$ cat config.mk
export PLATFORM = sky130hd
export DESIGN_NAME = sgc_port
export DESIGN_NICKNAME = d
export VERILOG_FILES = /design/src/sgc_pkg.sv /design/src/sgc_port.sv
export SDC_FILE = /design/constraint.sdc
export NUM_CORES = 1
export LEC_CHECK = 0
export BUFFER_PORTS_ARGS = -buffer_cell sky130_fd_sc_hd__buf_2
export CORE_ASPECT_RATIO = 0.9
export CORE_MARGIN = 4
export CORE_UTILIZATION = 52
export CTS_CLUSTER_DIAMETER = 30
export CTS_CLUSTER_SIZE = 20
export DETAILED_ROUTE_END_ITERATION = 12
export PLACE_DENSITY_LB_ADDON = 0.05
export SYNTH_ARGS = -nofsm -noshare
export SYNTH_HDL_FRONTEND = slang
export SYNTH_SLANG_ARGS = --single-unit
$ cat constraint.sdc
create_clock -name clk_i -period 2.41 [get_ports clk_i]
set_input_delay 0.1205 -clock clk_i [delete_from_list [all_inputs] [get_ports clk_i]]
set_output_delay 0.1205 -clock clk_i [all_outputs]
set_load 0.02 [all_outputs]
$ cat src/sgc_pkg.sv
// Package for the serial gain-control port: widths, codes and register map.
// Assumes a single 250 MHz system clock and an AXI4-Lite register bus.
package sgc_pkg;

    // ****************************************************************
    // Serial word and gain code layout
    // ****************************************************************
    localparam int          SGC_SHIFT_W    = 7;
    localparam int          SGC_WORD_BITS  = 8;
    localparam logic [6:0]  SGC_CODE_MAX   = 7'h47;   // Code 71, full gain
    localparam logic [6:0]  SGC_CODE_RESET = 7'h00;   // Minimum gain at start
    localparam logic [3:0]  SGC_CNT_W8     = 4'h8;
    localparam logic [3:0]  SGC_CNT_SAT    = 4'hF;

    // ****************************************************************
    // Register map (byte addresses) and field positions
    // ****************************************************************
    localparam logic [7:0]  SGC_ADDR_STATUS = 8'h00;
    localparam logic [7:0]  SGC_ADDR_SHIFT  = 8'h04;
    localparam logic [7:0]  SGC_ADDR_CTRL   = 8'h08;
    localparam int          SGC_ST_LOADING  = 16;
    localparam int          SGC_ST_TX       = 17;
    localparam int          SGC_ST_CNT_LSB  = 8;
    localparam int          SGC_CTRL_FREEZE = 0;
    localparam logic [1:0]  SGC_RESP_OKAY   = 2'h0;
    localparam logic [1:0]  SGC_RESP_SLVERR = 2'h2;

    // ****************************************************************
    // Load window states
    // ****************************************************************
    typedef enum logic [1:0] {
        SGC_IDLE  = 2'b01,
        SGC_SHIFT = 2'b10
    } sgc_state_t;

endpackage

$ cat src/sgc_port.sv
// Serial gain-control port: three-wire load of a gain word, saturating decode.
// Assumes link pins are asynchronous to clk_i and sampled here; bus is AXI4-Lite.
// Operation
// Falling load window starts a load; serial bits then accepted on clock edges.
// While window low, each serial clock rise shifts one bit in, MSB first.
// Eighth rise of an 8-bit word pushes the MSB out and drops it.
// Rising window copies the seven shifted bits into the gain latch; the code skips the copy while the freeze bit is set.
// While window low, the latched gain word stays unchanged.
// After window rises, serial clock edges are ignored until it falls again.
// Host gives eight serial clocks with the whole word before raising window.
// Gain setting comes from the latch, never from the shift register.
// Decoded gain rises one step per code from 0 to 71.
// Latched codes 71 through 127 all decode to the maximum 71.
// Top bit of the word is ignored, so code 128 decodes as 0.
// Code 0 is minimum gain; each code step adds one fixed gain step.
// Power-down input high enables forward amplifier in transmit mode.
// Power-down input low disables forward amp and output, enables reverse amp.
// Clock rise captures bit into master; following fall moves it to slave.
// Beyond eight clocks, the latch gets the last seven bits shifted in.
// Gain latch starts at code 0 so start-up attenuation is known.
module sgc_port
    import sgc_pkg::*;
(
    // Clock and reset
    input  wire logic        clk_i,
    input  wire logic        reset_i,
    // Serial link pins
    input  wire logic        serial_clk_i,
    input  wire logic        serial_gain_in_i,
    input  wire logic        load_window_n_i,
    input  wire logic        amp_sleep_n_i,
    // Amplifier control
    output logic [6:0]       gain_step_o,
    output logic             fwd_amp_en_o,
    output logic             out_en_o,
    output logic             rev_amp_en_o,
    // AXI4-Lite write address
    input  wire logic [7:0]  s_axi_awaddr,
    input  wire logic        s_axi_awvalid,
    output logic             s_axi_awready,
    // AXI4-Lite write data
    input  wire logic [31:0] s_axi_wdata,
    input  wire logic [3:0]  s_axi_wstrb,
    input  wire logic        s_axi_wvalid,
    output logic             s_axi_wready,
    // AXI4-Lite write response
    output logic [1:0]       s_axi_bresp,
    output logic             s_axi_bvalid,
    input  wire logic        s_axi_bready,
    // AXI4-Lite read address
    input  wire logic [7:0]  s_axi_araddr,
    input  wire logic        s_axi_arvalid,
    output logic             s_axi_arready,
    // AXI4-Lite read data
    output logic [31:0]      s_axi_rdata,
    output logic [1:0]       s_axi_rresp,
    output logic             s_axi_rvalid,
    input  wire logic        s_axi_rready
);

    // ****************************************************************
    // Pin synchronisers
    // ****************************************************************
    // Two flops per pin; logic reads stage two, and edge detection also reads a third delayed copy
    logic [3:0] sync1;
    logic [3:0] sync2;
    logic [3:0] pins_d;
    always_ff @(posedge clk_i) begin
        sync1  <= {amp_sleep_n_i, load_window_n_i, serial_gain_in_i, serial_clk_i};
        sync2  <= sync1;
        pins_d <= sync2;
    end

    logic sclk;
    logic sdat;
    logic win_n;
    logic sleep_n;
    logic sclk_rise;
    logic sclk_fall;
    logic win_fall;
    logic win_rise;
    assign sclk      = sync2[0];
    assign sdat      = sync2[1];
    assign win_n     = sync2[2];
    assign sleep_n   = sync2[3];
    assign sclk_rise = sclk & ~pins_d[0];
    assign sclk_fall = ~sclk & pins_d[0];
    assign win_fall  = ~win_n & pins_d[2];
    assign win_rise  = win_n & ~pins_d[2];

    // ****************************************************************
    // Load window state, shift register and gain latch
    // ****************************************************************
    sgc_state_t       state;
    sgc_state_t       next_state;
    logic [6:0]       slave_sr;
    logic [6:0]       next_slave_sr;
    logic             master_bit;
    logic             next_master_bit;
    logic             master_full;
    logic             next_master_full;
    logic [6:0]       gain_latch;
    logic [6:0]       next_gain_latch;
    logic [3:0]       edge_cnt;
    logic [3:0]       next_edge_cnt;
    logic             freeze;
    logic [6:0]       captured;

    // A rise still in the master stage is folded in if the window closes first
    assign captured = master_full ? {slave_sr[5:0], master_bit} : slave_sr;

    // Next-state logic for the serial load
    always_comb begin
        next_state       = state;
        next_slave_sr    = slave_sr;
        next_master_bit  = master_bit;
        next_master_full = master_full;
        next_gain_latch  = gain_latch;
        next_edge_cnt    = edge_cnt;
        case (state)
            SGC_IDLE: begin
                // Serial clock edges are ignored here
                if (win_fall) begin
                    next_state       = SGC_SHIFT;
                    next_edge_cnt    = 4'h0;
                    next_master_full = 1'b0;
                end
            end
            SGC_SHIFT: begin
                if (win_rise) begin
                    // Latch update only on closing the window
                    if (!freeze) begin
                        next_gain_latch = captured;
                    end
                    next_state       = SGC_IDLE;
                    next_master_full = 1'b0;
                end else if (sclk_rise) begin
                    next_master_bit  = sdat;
                    next_master_full = 1'b1;
                    if (edge_cnt != SGC_CNT_SAT) begin
                        next_edge_cnt = edge_cnt + 4'h1;
                    end
                end else if (sclk_fall && master_full) begin
                    // Oldest bit leaves the top and is lost
                    next_slave_sr    = {slave_sr[5:0], master_bit};
                    next_master_full = 1'b0;
                end
            end
            default: begin
                next_state = SGC_IDLE;
            end
        endcase
    end

    // Registers of the serial load; latch starts at minimum gain
    always_ff @(posedge clk_i) begin
        if (reset_i) begin
            state       <= SGC_IDLE;
            slave_sr    <= SGC_CODE_RESET;
            master_bit  <= 1'b0;
            master_full <= 1'b0;
            gain_latch  <= SGC_CODE_RESET;
            edge_cnt    <= 4'h0;
        end else begin
            state       <= next_state;
            slave_sr    <= next_slave_sr;
            master_bit  <= next_master_bit;
            master_full <= next_master_full;
            gain_latch  <= next_gain_latch;
            edge_cnt    <= next_edge_cnt;
        end
    end

    // ****************************************************************
    // Gain decode and amplifier mode
    // ****************************************************************
    // Saturating decode from the latch only; the latch holds 7 bits, so the
    // discarded word MSB cannot reach it
    logic [6:0] next_gain_step;
    logic       next_fwd;
    always_comb begin
        next_gain_step = (gain_latch > SGC_CODE_MAX) ? SGC_CODE_MAX : gain_latch;
        next_fwd       = sleep_n;
    end

    always_ff @(posedge clk_i) begin
        if (reset_i) begin
            gain_step_o  <= SGC_CODE_RESET;
            fwd_amp_en_o <= 1'b0;
            out_en_o     <= 1'b0;
            rev_amp_en_o <= 1'b1;
        end else begin
            gain_step_o  <= next_gain_step;
            fwd_amp_en_o <= next_fwd;
            out_en_o     <= next_fwd;
            rev_amp_en_o <= ~next_fwd;
        end
    end

    // ****************************************************************
    // AXI4-Lite slave
    // ****************************************************************
    // Address and data are held until both arrived, then answered together
    logic        aw_held;
    logic        w_held;
    logic [7:0]  aw_addr;
    logic [31:0] w_data;
    logic [3:0]  w_strb;
    logic        do_write;
    logic [31:0] rd_word;
    logic        rd_ok;

    assign do_write = aw_held & w_held & ~s_axi_bvalid;

    // Read mux; unmapped offsets answer SLVERR with zero data
    always_comb begin
        rd_word = 32'h0000_0000;
        rd_ok   = 1'b1;
        case (s_axi_araddr)
            SGC_ADDR_STATUS: begin
                rd_word[6:0]                         = gain_latch;
                rd_word[SGC_ST_CNT_LSB +: 4]         = edge_cnt;
                rd_word[SGC_ST_LOADING]              = (state == SGC_SHIFT);
                rd_word[SGC_ST_TX]                   = sleep_n;
            end
            SGC_ADDR_SHIFT: rd_word[6:0] = slave_sr;
            SGC_ADDR_CTRL:  rd_word[SGC_CTRL_FREEZE] = freeze;
            default:        rd_ok = 1'b0;
        endcase
    end

    always_ff @(posedge clk_i) begin
        if (reset_i) begin
            aw_held       <= 1'b0;
            w_held        <= 1'b0;
            aw_addr       <= 8'h00;
            w_data        <= 32'h0000_0000;
            w_strb        <= 4'h0;
            freeze        <= 1'b0;
            s_axi_awready <= 1'b1;
            s_axi_wready  <= 1'b1;
            s_axi_bvalid  <= 1'b0;
            s_axi_bresp   <= SGC_RESP_OKAY;
            s_axi_arready <= 1'b1;
            s_axi_rvalid  <= 1'b0;
            s_axi_rdata   <= 32'h0000_0000;
            s_axi_rresp   <= SGC_RESP_OKAY;
        end else begin
            if (s_axi_awvalid && s_axi_awready) begin
                aw_held       <= 1'b1;
                aw_addr       <= s_axi_awaddr;
                s_axi_awready <= 1'b0;
            end
            if (s_axi_wvalid && s_axi_wready) begin
                w_held       <= 1'b1;
                w_data       <= s_axi_wdata;
                w_strb       <= s_axi_wstrb;
                s_axi_wready <= 1'b0;
            end
            if (do_write) begin
                s_axi_bvalid <= 1'b1;
                s_axi_bresp  <= SGC_RESP_OKAY;
                if (aw_addr == SGC_ADDR_CTRL) begin
                    if (w_strb[0]) begin
                        freeze <= w_data[SGC_CTRL_FREEZE];
                    end
                end else if (aw_addr != SGC_ADDR_STATUS && aw_addr != SGC_ADDR_SHIFT) begin
                    s_axi_bresp <= SGC_RESP_SLVERR;
                end
            end
            if (s_axi_bvalid && s_axi_bready) begin
                s_axi_bvalid  <= 1'b0;
                aw_held       <= 1'b0;
                w_held        <= 1'b0;
                s_axi_awready <= 1'b1;
                s_axi_wready  <= 1'b1;
            end
            if (s_axi_arvalid && s_axi_arready) begin
                s_axi_arready <= 1'b0;
                s_axi_rvalid  <= 1'b1;
                s_axi_rdata   <= rd_word;
                s_axi_rresp   <= rd_ok ? SGC_RESP_OKAY : SGC_RESP_SLVERR;
            end
            if (s_axi_rvalid && s_axi_rready) begin
                s_axi_rvalid  <= 1'b0;
                s_axi_arready <= 1'b1;
            end
        end
    end

    // ****************************************************************
    // Assertions
    // ****************************************************************
    // The closing edge itself is excluded: that is where the latch loads
    AST_LATCH_HOLD: assert property (@(posedge clk_i) disable iff (reset_i)
        (state == SGC_SHIFT && !win_rise) |=> $stable(gain_latch))
        else $error("gain latch changed inside load window");
    AST_LATCH_LOAD: assert property (@(posedge clk_i) disable iff (reset_i)
        (state == SGC_SHIFT && win_rise && !freeze) |=> (gain_latch == $past(captured)))
        else $error("gain latch missed shift contents");
    AST_IDLE_IGNORE: assert property (@(posedge clk_i) disable iff (reset_i)
        (state == SGC_IDLE && !win_fall) |=> $stable(slave_sr) && !master_full)
        else $error("shift register moved outside load window");
    AST_START: assert property (@(posedge clk_i) disable iff (reset_i)
        (state == SGC_IDLE && win_fall) |=> (state == SGC_SHIFT))
        else $error("load did not start on falling window");
    AST_SHIFT_IN: assert property (@(posedge clk_i) disable iff (reset_i)
        (state == SGC_SHIFT && !win_rise && sclk_rise) |=> master_full && master_bit == $past(sdat))
        else $error("serial bit not captured on clock rise");
    AST_SLAVE: assert property (@(posedge clk_i) disable iff (reset_i)
        (state == SGC_SHIFT && !win_rise && !sclk_rise && sclk_fall && master_full)
        |=> slave_sr == {$past(slave_sr[5:0]), $past(master_bit)})
        else $error("master bit not moved to slave on clock fall");
    AST_SATURATE: assert property (@(posedge clk_i) disable iff (reset_i)
        (gain_latch >= SGC_CODE_MAX) |=> (gain_step_o == SGC_CODE_MAX))
        else $error("decode did not saturate at code 71");
    AST_LINEAR: assert property (@(posedge clk_i) disable iff (reset_i)
        (gain_latch < SGC_CODE_MAX) |=> (gain_step_o == $past(gain_latch)))
        else $error("decode not linear below code 71");
    AST_MODE: assert property (@(posedge clk_i) disable iff (reset_i)
        1'b1 |=> ##1 (rev_amp_en_o == ~fwd_amp_en_o) && (out_en_o == fwd_amp_en_o))
        else $error("amplifier mode outputs inconsistent");
    AST_FWD_FOLLOW: assert property (@(posedge clk_i) disable iff (reset_i)
        1'b1 |=> (fwd_amp_en_o == $past(sleep_n)))
        else $error("forward amplifier does not follow power-down pin");

    COV_LOAD: cover property (@(posedge clk_i) disable iff (reset_i)
        state == SGC_SHIFT && win_rise && edge_cnt == SGC_CNT_W8);
    COV_LONG: cover property (@(posedge clk_i) disable iff (reset_i)
        state == SGC_SHIFT && win_rise && edge_cnt > SGC_CNT_W8);
    COV_SAT: cover property (@(posedge clk_i) disable iff (reset_i)
        gain_latch > SGC_CODE_MAX);
    COV_SLEEP: cover property (@(posedge clk_i) disable iff (reset_i) $fell(sleep_n));

endmodule

==> metrics list <==
* Result of the run: complete, no violations
* Routed wire length: 5410 um
- After layout, the worst setup slack is 0.569 ns.
- Across the VDD grid, the largest voltage drop is 0.442 mV.
* Setup repair after global routing missed its margin: false
* Depth of the CTS H-tree: 3
* Number of flip-flops and latches in the synthesized netlist: between 70 and 80
* Post-synth top area share: 49.9%
* Horiz. Die Dim: 87.7 um
- Die span in y: 79.7 um
- For the worst-skew pair, the clock arrives at the later sink with an insertion delay of ~0.33 ns.
- Number of sinks on the clock net: 74
- Derived from the worst setup path, the maximum achievable clock frequency is 0.543 GHz.
- The worst register-to-register path ends at edge_cnt[3]$_SDFFE_PP0P_.
* TritonRoute pass-1 iters: 4
- Dominant cell by count in the synthesized netlist: dfxtp_1
* Top-level I/O count: 114
- Along the worst path, the maximum fanout reaches 11.
- Buffers added to address setup during post-CTS repair amount to 0.
- In this run, distinct cell masters in the synthesized netlist total 45.
- Dpl cell area: 3220 um2
- Cell leakage power: ~1.6 nW
- Final period util: 76.4%
* Final Cell Area: 3450 um2
- For the worst setup path, the data arrival time is just over 2 ns.
* Final setup viols: 0
- Counting the buffers created by CTS gives 9.
- Initial DRC Count: 95
* Type of the tightest min-delay check: in2reg
- Headroom to the max-slew limit: 64.6%
* Category of the worst setup path launch point: flop
- Max stage delay on crit path: 0.37 ns
- For this run, design rule violations remaining after detail routing come to 0.
* Mean instance size in the synthesized netlist: 9.59 um2
- Layout net count: between 400 and 500
* Final critical delay including setup and external delays: 1.84 ns
- In the final layout, the multi-input gates occupy 1320 um2.
- Cell depth of the worst flop-to-flop path: 6
- Antenna violations before repair: 0
* Post-synthesis cell area: 2970 um2
* Post-synth EDFFs: 0
* Top cell type by total area after synthesis: dfxtp_1
- The floorplan has 25 rows.
- TritonCTS built the clock tree.
- Sequential share of the synthesized area: 49.9%
- Area growth syn-to-layout: 16.3%
* Diodes inserted: 0
- Number of warnings reported in the yosys synthesis log: 0
* Sum of negative setup slack: 0 ns
- Most used standard cells in the synthesized netlist: 74 x dfxtp_1, 41 x nor2_1, 22 x buf_4
- The max-slew violation total from the final report was 0.
- Data on the critical path is required at its endpoint by 2.63 ns.
- Post-route insts no fill: between 400 and 500
* Internal reg-to-reg setup slack: between 0.5 and 0.6 ns
- Overall routing resource usage: 16.6%
- Number of nets with antenna violations after routing: 0
* Number of filler instances in the final layout: 490
- GR Overflow Total: 0
- Vias per Instance: just over 5
* Core area: 5380 um2
* Vias: ~2,300
- After synthesis, the cell types taking the most area are dfxtp_1 50%, mux2i_1 6.1%, buf_4 5.6%, nor2_1 5.2%, a21oi_1 3.2%.
* Transition at the pin with the smallest max-transition slack: 0.526 ns
* Die Footprint: 6990 um2
- CP Cell Sequence: inv_1 > ha_1 > nor3b_1 > a21oi_1 > o21a_1 > a211o_1
* Number of buffers on the longest clock path: 2
* Post-Synthesis Cells: 310
- For hold timing, the worst endpoint is s_axi_arready$_SDFFE_PP1P_.
- The worst register-to-register path begins at state[0]$_SDFFE_PP1P_.
- The worst hold path passes through 2 cells.
* Number of failing hold endpoints at the final stage: 0
- After legalization and detailed placement, the total HPWL measured slightly below 4000 um.
- Input/output buffers: 58
- Utilization of the core after routing: 64.2%
* Fraction of final layout cells with drive strength greater than 1: between 20% and 30%
* Power per cell area: 705 nW/um2
- Worst-case setup slack after placement: 0.588 ns
* Maximum number of pins on one net before global-route repair: 31
* Area of all sequential standard cells: 1480 um2
- Among all flip-flop cells after synthesis, the most frequent one is dfxtp_1.
- The worst hold path begins at s_axi_rready.
- For this design, the slowest cell found on the critical path is nor3b_1.
- Across the run, the number of max-cap violations was 0.
* CP Capture Type: flop
- Setup clock skew after layout: 0.00579 ns
- In the final routed layout, each cell accounts on average for 12.2 um.
* Wire length of the first global-routing pass: 9220 um
- Critical Setup Path Class: reg2reg
- Clock-pin transition on the worst setup and hold timing paths: 0.07 ns
- RePlAce Congestion: between 0.7 and 0.8
- Of all flip-flops after synthesis, the portion carrying an async set or reset was 0%.
- Placed cell count: roughly 420
* Initial core utilization: 55.2%
- Root Buffer: clkbuf_8
- Number of global-route vias before repair: 2,077
-- report_power, final --
group	total (mW)	internal, mW	leakage [nW]	switching [mW]
clock network	0.941	0.535	0.101	0.406
logic	0.208	0.0732	0.872	0.135
registers	1.29	1.26	0.605	0.0252
total	2.44	1.87	1.58	0.566
-- flip-flops by register name, indices dropped and copies added, names as in the netlist, 2 cells and up --
signal / cells
aw_addr: 8
edge_cnt: 4
gain_latch: 7
gain_step_o: 7
pins_d: 2
s_axi_rdata: 13
slave_sr: 7
state: 2
sync1: 4
sync2: 4
-- area by class of cell --
type / instances / area share [%]
sequential: 74 / 42.9
multi-input combinational: 213 / 38.1
timing repair buffer: 64 / 10.0
clock buffer: 14 / 4.71
tap: 67 / 2.43
clock inverter: 2 / 1.01
inverter: 8 / 0.869
-- critical path: cells and delay by family, from the launching register on --
kind | cells | cell delay (ns)
compound gates | 3 | 0.61
fa+ha+maj | 1 | 0.33
buf+inv | 1 | 0.06
flops | 1 | 0.35
simple gates | 1 | 0.37
-- logic make-up (layout without fill, tap and decap cells) --
family / count (synthesis) / after routing / synth area share, %
other cells: 1 / 21 / 0.126
mux: 25 / 25 / 8.72
buf+inv: 43 / 88 / 8.38
simple gates: 107 / 107 / 17.9
flops: 74 / 74 / 49.9
compound gates: 57 / 57 / 13.8
fa+ha+maj: 3 / 3 / 1.26
-- how the worst max path moves through the flow --
stage / startpoint / end / slack [ns] / depth (start not counted)
finish: state[0]$_SDFFE_PP1P_ / edge_cnt[3]$_SDFFE_PP0P_ / 0.57 / 6
detailed placement: state[0]$_SDFFE_PP1P_ / edge_cnt[3]$_SDFFE_PP0P_ / 0.59 / 6
global placement: state[0]$_SDFFE_PP1P_ / edge_cnt[3]$_SDFFE_PP0P_ / 0.57 / 6
CTS: state[0]$_SDFFE_PP1P_ / edge_cnt[3]$_SDFFE_PP0P_ / 0.56 / 6
floorplan: state[0]$_SDFFE_PP1P_ / edge_cnt[3]$_SDFFE_PP0P_ / 0.75 / 7
global route: state[0]$_SDFFE_PP1P_ / edge_cnt[3]$_SDFFE_PP0P_ / 0.42 / 6
-- timing repair --
item / 4_1_cts / 5_1_grt
endpoints found under the hold margin: 4 / 0
gates resized for setup: 0 / 0
hold buffers: 4 / 0
-- per-layer routing --
metal / track usage (%) / vias to the layer above / wire (um) / part of all wire (%)
met1: 20.6 / 1029 / 2500 / 46
met3: 6.60 / 4 / 340 / 6.3
met5: 0 / - / 0 / 0
met4: 3.68 / 0 / 36 / 0.67
met2: 27.0 / 55 / 2530 / 47
li1: - / 1165 / - / -
-- metrics by stage --
step / hold WS, ns / total power [mW]
global route: 0.0123 / 2.54
global placement: 0.223 / 1.51
finish: 0.0290 / 2.44
CTS: 0.00938 / 2.46
floorplan: 0.148 / 1.48
detailed placement: 0.227 / 1.52
-- layout by cell type, fill, tap and decap left out, drive strengths merged, types with 14 or more instances in the layout --
cell type  instances
dfxtp             74
buf               60
nor2              41
conb              21
a21oi             20
nand2             18
mux2i             18
nand3             17
clkbuf            14
Power figures use the tool's default switching activity.
